**src/evrt_pkg.sv**
```systemverilog
// constants and carrier types for the four-channel event routing fabric
// assumes one peripheral clock and a byte-wide register port
package evrt_pkg;

  localparam int NCH = 4;
  localparam int NPORT = 6;
  localparam int NTMR = 5;
  localparam int PRESC_W = 16;

  ////////////////////////////////////////////////////////////////////////////
  // register offsets
  localparam logic [4:0] OFS_SEL0 = 5'h00;
  localparam logic [4:0] OFS_SEL3 = 5'h03;
  localparam logic [4:0] OFS_CTRL0 = 5'h08;
  localparam logic [4:0] OFS_CTRL3 = 5'h0b;
  localparam logic [4:0] OFS_TRIG = 5'h10;
  localparam logic [4:0] OFS_VALUE = 5'h11;
  localparam logic [7:0] RST_BYTE = 8'h00;

  ////////////////////////////////////////////////////////////////////////////
  // channel control fields
  localparam int CTRL_RSV_BIT = 7;
  localparam int IRM_HI = 6;
  localparam int IRM_LO = 5;
  localparam int IDXEN_BIT = 4;
  localparam int QUAD_DECODE_ENABLE_BIT = 3;
  localparam int FLT_HI = 2;
  localparam logic [7:0] CTRL_WMASK_QUAD = 8'h7f;
  localparam logic [7:0] CTRL_WMASK_PLAIN = 8'h07;
  localparam logic [3:0] QUAD_CH_MASK = 4'h5;

  ////////////////////////////////////////////////////////////////////////////
  // selector encoding
  localparam logic [7:0] SEL_NONE = 8'h00;
  localparam logic [7:0] SEL_USB = 8'h0a;
  localparam logic [3:0] HI_NONE = 4'h0;
  localparam logic [3:0] HI_PORT_FIRST = 4'h5;
  localparam logic [3:0] HI_PORT_MID = 4'h6;
  localparam logic [3:0] HI_PORT_LAST = 4'h7;
  localparam logic [3:0] HI_PRESC = 4'h8;
  localparam logic [3:0] HI_TMR_C = 4'hc;
  localparam logic [3:0] HI_TMR_D = 4'hd;
  localparam logic [3:0] HI_TMR_E = 4'he;
  localparam logic [3:0] HI_TMR_F = 4'hf;
  localparam logic [3:0] HI_TMR_BASE = 4'hb;
  localparam logic [2:0] TMR_SECOND = 3'h1;
  localparam logic [2:0] TT_WRAP = 3'h0;
  localparam logic [2:0] TT_FAULT = 3'h1;
  localparam logic [2:0] TT_A = 3'h4;
  localparam logic [2:0] TT_B = 3'h5;
  localparam logic [2:0] TT_C = 3'h6;
  localparam logic [2:0] TT_D = 3'h7;

  ////////////////////////////////////////////////////////////////////////////
  // carriers and state
  typedef struct packed {
    logic timer_wrap_event;
    logic timer_fault_event;
    logic timer_match_a_event;
    logic timer_match_b_event;
    logic timer_match_c_event;
    logic timer_match_d_event;
  } evrt_tmr_t;

  typedef struct packed {
    logic ev;
    logic dat;
  } evrt_chan_t;

  typedef struct packed {
    logic [1:0] smp;
    logic [2:0] cnt;
    logic [1:0] lvl;
  } evrt_flt_state_t;

  typedef struct packed {
    logic [NCH-1:0][7:0] sel;
    logic [NCH-1:0][7:0] ctrl;
    logic [7:0] trig;
    logic [7:0] value;
    logic [PRESC_W-1:0] presc;
    logic [7:0] rdata;
    evrt_chan_t [NCH-1:0] out;
    logic [NCH-1:0][1:0] qprev;
    logic [1:0] idx_prev;
    logic [1:0] idx_out;
  } evrt_state_t;

endpackage

```
**src/evrt_filter.sv**
```systemverilog
// per-channel sample filter over a two-bit source (event / adjacent phase)
// assumes the source is synchronous to mclk
`timescale 1ns/1ns
`default_nettype none
module evrt_filter (
  // clock and reset
  input wire logic mclk,
  input wire logic rst,
  // source and filter length
  input wire logic [1:0] raw,
  input wire logic [2:0] len,
  // filtered level
  output logic [1:0] lvl
);

  evrt_pkg::evrt_flt_state_t q_r;
  evrt_pkg::evrt_flt_state_t q_nxt;

  always_comb begin
    q_nxt = q_r;
    q_nxt.smp = raw;
    if (raw == q_r.smp) begin
      if (q_r.cnt != 3'h7) begin
        q_nxt.cnt = q_r.cnt + 3'h1;
      end
    end else begin
      q_nxt.cnt = 3'h0;
    end
    if (q_nxt.cnt >= len) begin
      q_nxt.lvl = raw;
    end
  end

  always_ff @(posedge mclk or posedge rst) begin
    if (rst) begin
      q_r <= '0;
    end else begin
      q_r <= q_nxt;
    end
  end

  assign lvl = q_r.lvl;
endmodule
`default_nettype wire

```
**src/evrt_top.sv**
```systemverilog
// event routing fabric: four channels, source selectors, filters,
// quadrature decode on channels 0 and 2, manual events
// assumes sources synchronous to mclk, byte register port with
// read data returned one cycle after the read strobe
//
// Operation
// - codes 0101-0111 route port pin n
// - code 1000 routes clock divided by 2^M
// - nibbles 1100-1111 select timer group
// - timer type field selects wrap/fault/match
// - usb selection differs per channel 0-3
// - control bit 7 reads zero
// - index mode selects qualifying phase state
// - quadrature fields only on channels 0,2
// - index enable generates index data event
// - decode enable switches channel to quadrature
// - event passes after filter+1 equal samples
// - strobe write sets channels from strobe/data
// - manual event lasts one clock
// - zero selector routes no peripheral event
// - absent peripheral behaves as zero selector
// - phase90 leading phase0 means forward
`timescale 1ns/1ns
`default_nettype none
module evrt_top (
  // clock and reset
  input wire logic mclk,
  input wire logic rst,
  // register port
  input wire logic [4:0] addr,
  input wire logic [7:0] wdata,
  input wire logic wr,
  input wire logic rd,
  output logic [7:0] rdata,
  // event sources
  input wire logic [evrt_pkg::NPORT-1:0][7:0] port_pin_source,
  input wire evrt_pkg::evrt_tmr_t [evrt_pkg::NTMR-1:0] timer_events,
  input wire logic [evrt_pkg::NCH-1:0] usb_evt,
  input wire logic [1:0] index_input,
  // channel outputs
  output evrt_pkg::evrt_chan_t [evrt_pkg::NCH-1:0] chan_evt,
  output logic [1:0] index_evt
);

  evrt_pkg::evrt_state_t q_r;
  evrt_pkg::evrt_state_t q_nxt;

  logic [evrt_pkg::NCH-1:0][1:0] src;
  logic [evrt_pkg::NCH-1:0][1:0] flt;
  logic [evrt_pkg::NCH-1:0][1:0] phase;
  logic [evrt_pkg::NCH-1:0] man;
  logic [evrt_pkg::NCH-1:0] fwd;
  logic [evrt_pkg::NCH-1:0] rev;
  logic [evrt_pkg::NCH-1:0] quad_on;
  logic [1:0] idx_match;
  logic trig_wr;

  assign trig_wr = wr && (addr == evrt_pkg::OFS_TRIG);

  ////////////////////////////////////////////////////////////////////////////
  // source selection
  function automatic logic [1:0] route_fn(
    input logic [7:0] s,
    input logic usb,
    input logic [evrt_pkg::NPORT-1:0][7:0] pins,
    input evrt_pkg::evrt_tmr_t [evrt_pkg::NTMR-1:0] tmr,
    input logic [evrt_pkg::PRESC_W-1:0] pc
  );
    logic [3:0] hi;
    logic [2:0] lo;
    logic [2:0] port;
    logic [2:0] tix;
    logic [evrt_pkg::PRESC_W-1:0] mask;
    evrt_pkg::evrt_tmr_t t;
    hi = s[7:4];
    lo = s[2:0];
    port = 3'h0;
    tix = 3'h0;
    mask = '0;
    t = '0;
    route_fn = 2'b00;
    case (hi)
      // usb event private to each channel
      evrt_pkg::HI_NONE: begin
        route_fn = {1'b0, (s == evrt_pkg::SEL_USB) & usb};
      end
      // port pin, plus the next pin as phase90
      evrt_pkg::HI_PORT_FIRST, evrt_pkg::HI_PORT_MID, evrt_pkg::HI_PORT_LAST: begin
        port = {hi[1:0] - 2'h1, s[3]};
        route_fn = {pins[port][lo + 3'h1], pins[port][lo]};
      end
      evrt_pkg::HI_PRESC: begin
        mask = evrt_pkg::PRESC_W'((17'h1 << s[3:0]) - 17'h1);
        route_fn = {1'b0, &(pc | ~mask)};
      end
      evrt_pkg::HI_TMR_C, evrt_pkg::HI_TMR_D, evrt_pkg::HI_TMR_E, evrt_pkg::HI_TMR_F: begin
        if (hi == evrt_pkg::HI_TMR_C) begin
          tix = {2'b00, s[3]};
        end else begin
          tix = 3'(hi - evrt_pkg::HI_TMR_BASE);
        end
        t = tmr[tix];
        if (!s[3] || hi == evrt_pkg::HI_TMR_C) begin
          case (lo)
            evrt_pkg::TT_WRAP: route_fn = {1'b0, t.timer_wrap_event};
            evrt_pkg::TT_FAULT: route_fn = {1'b0, t.timer_fault_event};
            evrt_pkg::TT_A: route_fn = {1'b0, t.timer_match_a_event};
            evrt_pkg::TT_B: route_fn = {1'b0, t.timer_match_b_event};
            evrt_pkg::TT_C: route_fn = {1'b0, t.timer_match_c_event & (tix != evrt_pkg::TMR_SECOND)};
            evrt_pkg::TT_D: route_fn = {1'b0, t.timer_match_d_event & (tix != evrt_pkg::TMR_SECOND)};
            default: route_fn = 2'b00;
          endcase
        end
      end
      // reserved codes act as a zero selector
      default: route_fn = 2'b00;
    endcase
  endfunction

  ////////////////////////////////////////////////////////////////////////////
  // per-channel routing, filtering and quadrature step
  for (genvar g = 0; g < evrt_pkg::NCH; g++) begin : g_ch
    // zero selector yields a quiet source
    // absent peripherals read as quiet inputs
    assign src[g] = route_fn(q_r.sel[g], usb_evt[g], port_pin_source, timer_events, q_r.presc);

    evrt_filter u_flt (
      .mclk(mclk),
      .rst(rst),
      .raw(src[g]),
      .len(q_r.ctrl[g][evrt_pkg::FLT_HI:0]),
      .lvl(flt[g])
    );

    // channel set when its strobe or data bit is set
    assign man[g] = trig_wr && (wdata[g] || q_r.value[g]);
    // decode only where the fields exist
    assign quad_on[g] = evrt_pkg::QUAD_CH_MASK[g] && q_r.ctrl[g][evrt_pkg::QUAD_DECODE_ENABLE_BIT];
    assign phase[g] = {flt[g][0], flt[g][1]};
    assign fwd[g] = (q_r.qprev[g] == 2'b00 && phase[g] == 2'b01) ||
                    (q_r.qprev[g] == 2'b01 && phase[g] == 2'b11) ||
                    (q_r.qprev[g] == 2'b11 && phase[g] == 2'b10) ||
                    (q_r.qprev[g] == 2'b10 && phase[g] == 2'b00);
    assign rev[g] = (q_r.qprev[g] == 2'b00 && phase[g] == 2'b10) ||
                    (q_r.qprev[g] == 2'b10 && phase[g] == 2'b11) ||
                    (q_r.qprev[g] == 2'b11 && phase[g] == 2'b01) ||
                    (q_r.qprev[g] == 2'b01 && phase[g] == 2'b00);
  end

  for (genvar k = 0; k < 2; k++) begin : g_idx
    assign idx_match[k] = q_r.ctrl[2*k][evrt_pkg::IDXEN_BIT] && index_input[k] &&
                          (phase[2*k] == q_r.ctrl[2*k][evrt_pkg::IRM_HI:evrt_pkg::IRM_LO]);
  end

  ////////////////////////////////////////////////////////////////////////////
  // register read mux
  function automatic logic [7:0] read_fn(input logic [4:0] a, input evrt_pkg::evrt_state_t s);
    read_fn = 8'h00;
    if (a <= evrt_pkg::OFS_SEL3) begin
      read_fn = s.sel[a[1:0]];
    end else if (a >= evrt_pkg::OFS_CTRL0 && a <= evrt_pkg::OFS_CTRL3) begin
      read_fn = s.ctrl[a[1:0]];
    end else if (a == evrt_pkg::OFS_TRIG) begin
      read_fn = s.trig;
    end else if (a == evrt_pkg::OFS_VALUE) begin
      read_fn = s.value;
    end
  endfunction

  ////////////////////////////////////////////////////////////////////////////
  // next state
  always_comb begin
    q_nxt = q_r;
    q_nxt.presc = q_r.presc + 16'h1;
    q_nxt.rdata = rd ? read_fn(addr, q_r) : 8'h00;
    if (wr) begin
      if (addr <= evrt_pkg::OFS_SEL3) begin
        q_nxt.sel[addr[1:0]] = wdata;
      end else if (addr >= evrt_pkg::OFS_CTRL0 && addr <= evrt_pkg::OFS_CTRL3) begin
        // quadrature bits held zero on channels 1,3
        if (evrt_pkg::QUAD_CH_MASK[addr[1:0]]) begin
          q_nxt.ctrl[addr[1:0]] = wdata & evrt_pkg::CTRL_WMASK_QUAD;
        end else begin
          q_nxt.ctrl[addr[1:0]] = wdata & evrt_pkg::CTRL_WMASK_PLAIN;
        end
      end else if (addr == evrt_pkg::OFS_TRIG) begin
        q_nxt.trig = wdata;
      end else if (addr == evrt_pkg::OFS_VALUE) begin
        q_nxt.value = wdata;
      end
    end
    for (int i = 0; i < evrt_pkg::NCH; i++) begin
      q_nxt.qprev[i] = phase[i];
      if (man[i]) begin
        // one-cycle manual event overrides the source
        // data value taken from the earlier data write
        q_nxt.out[i].ev = wdata[i];
        q_nxt.out[i].dat = q_r.value[i];
      end else if (quad_on[i]) begin
        q_nxt.out[i].ev = fwd[i] || rev[i];
        q_nxt.out[i].dat = fwd[i];
      end else begin
        q_nxt.out[i].ev = flt[i][0];
        q_nxt.out[i].dat = 1'b0;
      end
    end
    q_nxt.idx_prev = idx_match;
    q_nxt.idx_out = idx_match & ~q_r.idx_prev;
  end

  always_ff @(posedge mclk or posedge rst) begin
    if (rst) begin
      q_r <= '0;
    end else begin
      q_r <= q_nxt;
    end
  end

  assign rdata = q_r.rdata;
  assign chan_evt = q_r.out;
  assign index_evt = q_r.idx_out;
endmodule
`default_nettype wire

```
**config.mk**
```make
export PLATFORM = sky130hd
export DESIGN_NAME = evrt_top
export DESIGN_NICKNAME = d
export VERILOG_FILES = /design/src/evrt_pkg.sv /design/src/evrt_filter.sv /design/src/evrt_top.sv
export SDC_FILE = /design/constraint.sdc
export NUM_CORES = 1
export LEC_CHECK = 0
export BUFFER_PORTS_ARGS = -buffer_cell sky130_fd_sc_hd__buf_2
export CORE_MARGIN = 3
export CORE_UTILIZATION = 50
export DETAILED_ROUTE_END_ITERATION = 16
export GPL_TIMING_DRIVEN = 0
export HOLD_SLACK_MARGIN = 0.1
export PLACE_DENSITY = 0.69
export SETUP_SLACK_MARGIN = 0.15
export SYNTH_ARGS = -nofsm -noshare
export SYNTH_HDL_FRONTEND = slang
export SYNTH_HIERARCHICAL = 1
export SYNTH_SLANG_ARGS = --single-unit
```
**constraint.sdc**
```tcl
create_clock -name mclk -period 5.8 [get_ports mclk]
set_clock_uncertainty 0.15 [all_clocks]
set_input_delay 0.58 -clock mclk [delete_from_list [all_inputs] [get_ports mclk]]
set_output_delay 0.58 -clock mclk [all_outputs]
set_load 0.005 [all_outputs]
```
==> results of run 1 <==
## power by group
group / leakage (nW) / internal, mW / switching (mW)
Sequential: 1.90 / 1.20 / 0.180
Combinational: 4.06 / 1.15 / 1.60
Clock: 0.282 / 0.578 / 0.519
Total: 6.24 / 2.93 / 2.30
## cell usage in the layout, fill, tap and decap left out, types with 8 or more instances in the layout
cell,count
mux4_2,51
a211oi_1,13
xor2_1,27
clkbuf_2,10
o22ai_1,16
o21ai_0,62
o211ai_1,10
a21oi_1,55
dfrtp_1,144
a21o_1,9
nand2b_1,18
clkbuf_1,58
a21boi_0,10
xnor2_1,29
mux2_2,81
o2111ai_1,9
nand3_1,38
ha_1,61
mux2_1,9
buf_4,25
nor2_1,80
mux2i_1,69
and2_1,22
nor4_1,10
nand2_1,130
buf_2,124
nor3_1,27
clkbuf_16,17
or4_1,12
a31oi_1,24
nor2b_1,29
inv_1,52
buf_1,8
nand4_1,10
## final cells by class
cell class                      count  share of cell area [%]
Tap cell                          324                   2.824
Clock buffer                       17                   2.963
Clock inverter                     15                   1.107
Buffer                            115                   3.931
Sequential cell                   146                   25.47
Antenna cell                        2                 0.03486
Timing Repair Buffer              115                   4.219
Multi-Input combinational cell   1051                   57.92
Inverter                           56                   1.534
## repair_timing
action	CTS	global route
gates resized for setup	4	22
hold endpoints to repair	54	0
gates cloned	0	0
setup endpoints to repair	1	4
hold buffers	1	0
## per-layer routing
metal,share of wire [%],vias up,routed length [um]
li1,-,5329,-
met1,42,5945,19220
met2,44,732,20140
met3,11,102,5104
met4,3.3,0,1502
met5,0,-,0
## registers in the layout, indices dropped and copies added, names as in the netlist, named ones only
register,cells
chan_evt,8
g_ch.u_flt/lvl,6
g_ch.u_flt/q_r,20
index_evt,2
q_r,90
rdata,8
## through the flow
step                      worst slack, ps  utilization, %  total power [mW]
after floorplan                      1241               -             3.316
after global placement              155.4           55.42             3.999
final                               323.2           58.17             5.229
after global routing                157.1           58.15             5.536
after detailed placement            99.44           55.55             4.056
after CTS                           162.5           57.99             5.159
## critical path, cell delays in order (launching register included)
cell and delay, ps:
dfrtp_1 380, clkbuf_1 600, inv_1 330, ha_1 550
clkbuf_1 490, nand2_1 120, o21ai_0 160, o211a_1 180
a31oi_1 40, a211oi_1 1070, xnor2_1 220, nand2_1 100
nor2_1 160, ha_1 280, a21oi_2 160, o21ai_2 60
mux2_1 300
## worst max path at each step
stage                                      end  slack (ps)     start
after global placement    g_ch[1].u_flt/lvl[0]         160  q_r[103]
after global routing      g_ch[3].u_flt/lvl[0]         160  q_r[116]
after detailed placement  g_ch[1].u_flt/lvl[0]         100  q_r[103]
after CTS                 g_ch[0].u_flt/lvl[1]         160   q_r[95]
final                     g_ch[1].u_flt/lvl[0]         320  q_r[104]
after floorplan           g_ch[3].u_flt/lvl[0]        1240  q_r[116]
==> results.ini, run 1 <==
[global_route]
antenna_found_initial=0
gr-usage-met1_pct=48.61
grt_use_met2_pct=50.02
grt_pass1_wl_mm=69.01
grt_usage_pct=33.76
grt-busiest-layer=met2
use_met3_pct=7.733
gr-total-overflow=0
grt_max_degree=93
grt_pass1_vias=11300

[logic_synthesis]
synth_nets=1530
synth_area_mm2=0.01271
avgSynthCellArea_um2=9.290
syn_inst=1368
yosys_warnings=6

[flow_run]
max_cap_violations=0

[cts]
postCtsSetupBuffers=0
cts_sinks=146
clkTransAtPathRegs_ps=80
clockBufferDepth=2
insertion_delay_ps=430
cts_tree=built
cts-root-buf=clkbuf_16
cts_buffers=17
htree_levels=4

[route]
routedWlPerCell_um=24.97
viasPerCell=6.577
drt-total-wl_mm=45.97
remaining_drc_errors=0
antenna_left=0
num_vias=12110
drt-pass1-iter-count=6
drt-initial-drc-count=1149

[layout]
num-fill-cells=2266
multiInputGateArea_mm2=0.008314
fin_nets=1664
fin_cells=1841
drive_gt1_share_pct=23.70
design_area_mm2=0.01436
regArea_mm2=0.003656
syn_to_final_growth_pct=12.96

[hold_path]
hp-start=index_input[0]
holdPathEnd=index_evt[0]
hold_path_depth=3
hp-class=primary input to register

[die]
core_mm2=0.02468
die_w_um=165.4
io_pins=119
dieArea_mm2=0.02737
dieHeight_um=165.4
start_util_pct=51.50
rows=57

[timing]
layout_min_cycle_time_ps=5477
holdWs_ps=243.1
worst_pin_slew_ps=1302
rsz0062_at_grt=no
fmax_mhz=182.6
fin_tns_setup_ps=0
slew_headroom_pct=12.65
fin_crit_sh_pct=94.43
hold_viol_final=0
slew_viol_final=0
finalSetupViolCount=0

[placement]
gp_congestion=1.053
dpl.hpwl_mm=35.22
placed_area_mm2=0.01371
placedCellCount=1805
portBuffers=112

[setup_path]
cp.arrival_ps=5640
required_ps=5960
path_class=register to register
timing.rr.end=g_ch[1].u_flt/lvl[0]
start_kind=register
worst-r2r-cell-count=16
critPathMaxFanout=10
rrSetupSlack_ps=320
r2r_start=q_r[104]
worstSetupEndpointType=register

[power_and_ir_drop]
p_leak_nw=6.241
ir_worst_vdd_v=0.0002373
power_density_mw_per_mm2=364.3

[run_status]
status=finished clean

Note: power is estimated with default switching activity, not from simulation.
==> run 2: changes to the inputs <==
--- a/config.mk
+++ b/config.mk
@@ -15,5 +15,4 @@
 export SETUP_SLACK_MARGIN = 0.15
 export SYNTH_ARGS = -nofsm -noshare
 export SYNTH_HDL_FRONTEND = slang
-export SYNTH_HIERARCHICAL = 1
 export SYNTH_SLANG_ARGS = --single-unit
==> run 2 against run 1 <==
Net effect: fmax is 0.15% higher; first-iteration DRC count is 27% higher; worst setup slack better by 8.1 ps; synthesized cell count is 2.4% higher; cell count is 1.9% higher; sequential share of layout area is 0.49 points lower; hold slack worse by 57 ps; highest routed layer unchanged; critical path type unchanged.
==> results.ini, run 2 <==
[logic_synthesis]
synth_top_area_share_pct=28.14
synth-seq-cells=146
synth_common_cells=dfrtp_1 (146), mux2_2 (140), nand2_1 (114)
seq_area_frac_synth_pct=28.14
synth_area_leader_cell=dfrtp_1
syn_inst=1401
yosys_warnings=0
synth_ff_type=dfrtp_1
synth_nets=1563
synth-edff-count=0
avgSynthCellArea_um2=9.266
yosysMostFrequentCell=dfrtp_1
synth-async-reset-ratio_pct=100.0
ys_types=75
synthTopCellsByArea=dfrtp_1 (28%), mux2_2 (12%), mux4_2 (5.9%)
synth_area_mm2=0.01298

[flow_run]
max_cap_violations=0

[die]
core_mm2=0.02533
die_w_um=167.1
start_util_pct=51.25
rows=58
dieArea_mm2=0.02793
io_pins=119
dieHeight_um=167.1

[layout]
reg.largest.list=q_r x90, g_ch.u_flt.q_r x20
largest_reg_flops=90
num-fill-cells=2300
syn_to_final_growth_pct=12.74
layout_commonest_cell=dfrtp_1
post-route-util_pct=57.79
final_cell_mix=dfrtp_1 (144), mux2_2 (140), buf_2 (119)
regArea_mm2=0.003656
top_register=q_r
multiInputGateArea_mm2=0.008578
fin_nets=1695
antenna_cells=0
drive_gt1_share_pct=25.42

[route]
antenna_left=0
drt-pass1-iter-count=7
viasPerCell=6.641
routedWlPerCell_um=25.35
remaining_drc_errors=0
drt-initial-drc-count=1456
num_vias=12460
drt-total-wl_mm=47.55

[global_route]
grt_usage_pct=33.44
grt_max_degree=92
gr-usage-met1_pct=47.43
grt_use_met2_pct=49.71
grt_pass1_vias=11990
grt-busiest-layer=met2
gr-total-overflow=0
grt_pass1_wl_mm=72.04
use_met3_pct=7.507
antenna_found_initial=0

[cts]
cts-hold-fix-buffers=0
htree_levels=4
cts-root-buf=clkbuf_16
clkTransAtPathRegs_ps=70
cts_tree=built
clockBufferDepth=2
cts_sinks=146
cts_buffers=17
insertion_delay_ps=430

[timing]
fin_crit_sh_pct=94.29
slew_viol_final=0
fmax_mhz=182.9
rsz0062_at_grt=no
finalSetupViolCount=0
layout_min_cycle_time_ps=5469
slew_headroom_pct=27.63
worst_pin_slew_ps=1085
hold_viol_final=0
fin_tns_setup_ps=0

[setup_path]
critPathMaxFanout=10
required_ps=5970
worstSetupEndpointType=register
max_stage_delay_ps=530
path_buf_inv=4
start_kind=register
cp_cell_sequence=clkbuf_4 > inv_1 > ha_1 > clkbuf_2 > and2_1 > buf_1 > a222oi_1 > mux4_2 > mux2i_2 > a21boi_0 > or4b_1 > nor3_1 > nor2_1 > ha_1 > nand2b_1 > a21o_1 > a21o_1 > mux2_2
cp.arrival_ps=5640
path_class=register to register
critPathTopFamily=multiplexers
cp_slowest_cell=dfrtp_2

[power_and_ir_drop]
intPower_mw=3.086
power_frac_comb_pct=54.0
p_clk_share_pct=20.3
p_sw_share_pct=43.85
p_switching_mw=2.410
p_seq_share_pct=25.7
power_density_mw_per_mm2=375.5
p_leak_nw=6.391
ir_worst_vdd_v=0.0002420

[placement]
portBuffers=111
dpl.hpwl_mm=35.69
gp_congestion=1.004

[run_status]
status=finished clean

[hold_path]
hp-class=primary input to async pin

[run 2: cell count changes in the layout (fill, tap and decap cells not counted), moves of 8 or more]
cell / change
mux2i_1: -8
nor2_1: -23
nor3_1: +9
nand2_1: -16
mux2_2: +59
a31oi_1: -15
a222oi_1: +17
nand3_1: -11
o22ai_1: +12
inv_1: +12
mux4_2: -17
mux2_1: -9
[run 2: power groups by stage]
stage                     clock, mW  combinational [mW]  sequential (mW)
after global routing           1.17                3.23             1.43
after CTS                      1.14                2.89             1.40
after floorplan                   0                2.12             1.35
after detailed placement          0                2.86             1.42
after global placement            0                2.81             1.42
final                          1.12                2.97             1.41
[run 2: per-layer routing]
metal	vias up	share of wire, %
met3	143	11
met4	0	4.6
met5	-	0
li1	5523	-
met2	783	43
met1	6009	42
[run 2: path summary, 6_finish.rpt]
kind,end,slack [ps],cells past startpoint,startpoint
setup / recovery,g_ch[0].u_flt.lvl[1],330,18,q_r[96]
hold / removal,chan_evt[3],190,2,rst
setup reg to reg,g_ch[0].u_flt.lvl[1],330,18,q_r[96]
hold reg to reg,index_evt[1],240,1,q_r[3]
max in group asynchronous,g_ch[2].u_flt.q_r[4],4540,3,rst
min in group mclk,index_evt[1],240,1,q_r[3]
[run 2: kinds of logic after synthesis]
kind of cell | Yosys count | synth area share (%)
adders and majority gates | 61 | 5.880
AOI/OAI and AO/OA | 331 | 18.11
DFF | 146 | 28.14
buffers and inverters | 184 | 5.995
muxes | 239 | 23.21
and+or+nand+nor | 393 | 15.49
xor gates and xnor gates | 47 | 3.171
[run 2: final cells by class]
type / instances / share of cell area [%]
Multi-Input combinational cell: 1071 / 58.61
Sequential cell: 146 / 24.98
Timing Repair Buffer: 114 / 4.069
Buffer: 115 / 3.770
Clock buffer: 17 / 2.907
Tap cell: 330 / 2.821
Inverter: 68 / 1.778
Clock inverter: 15 / 1.060
[run 2: timing repair]
| item | in CTS | in global routing |
|---|---|---|
| buffers inserted | 0 | 1 |
| setup endpoints to repair | 5 | 6 |
| pin swaps | 0 | 1 |
| gates resized for setup | 10 | 26 |
[run 2: through the flow]
step           worst slack, ps  area [um2]  power [mW]  std cells  hold slack, ps
2_1_floorplan            610.9       12980       3.474       1401           234.4
3_3_place_gp            -667.4       13950       4.228       1842           247.8
3_5_place_dp            -501.4       13980       4.279       1843           243.1
4_1_cts                  172.8       14590       5.431       1875           221.1
5_1_grt                  149.1       14640       5.834       1876           242.5
6_report                 331.2       14640       5.496       1876           186.3
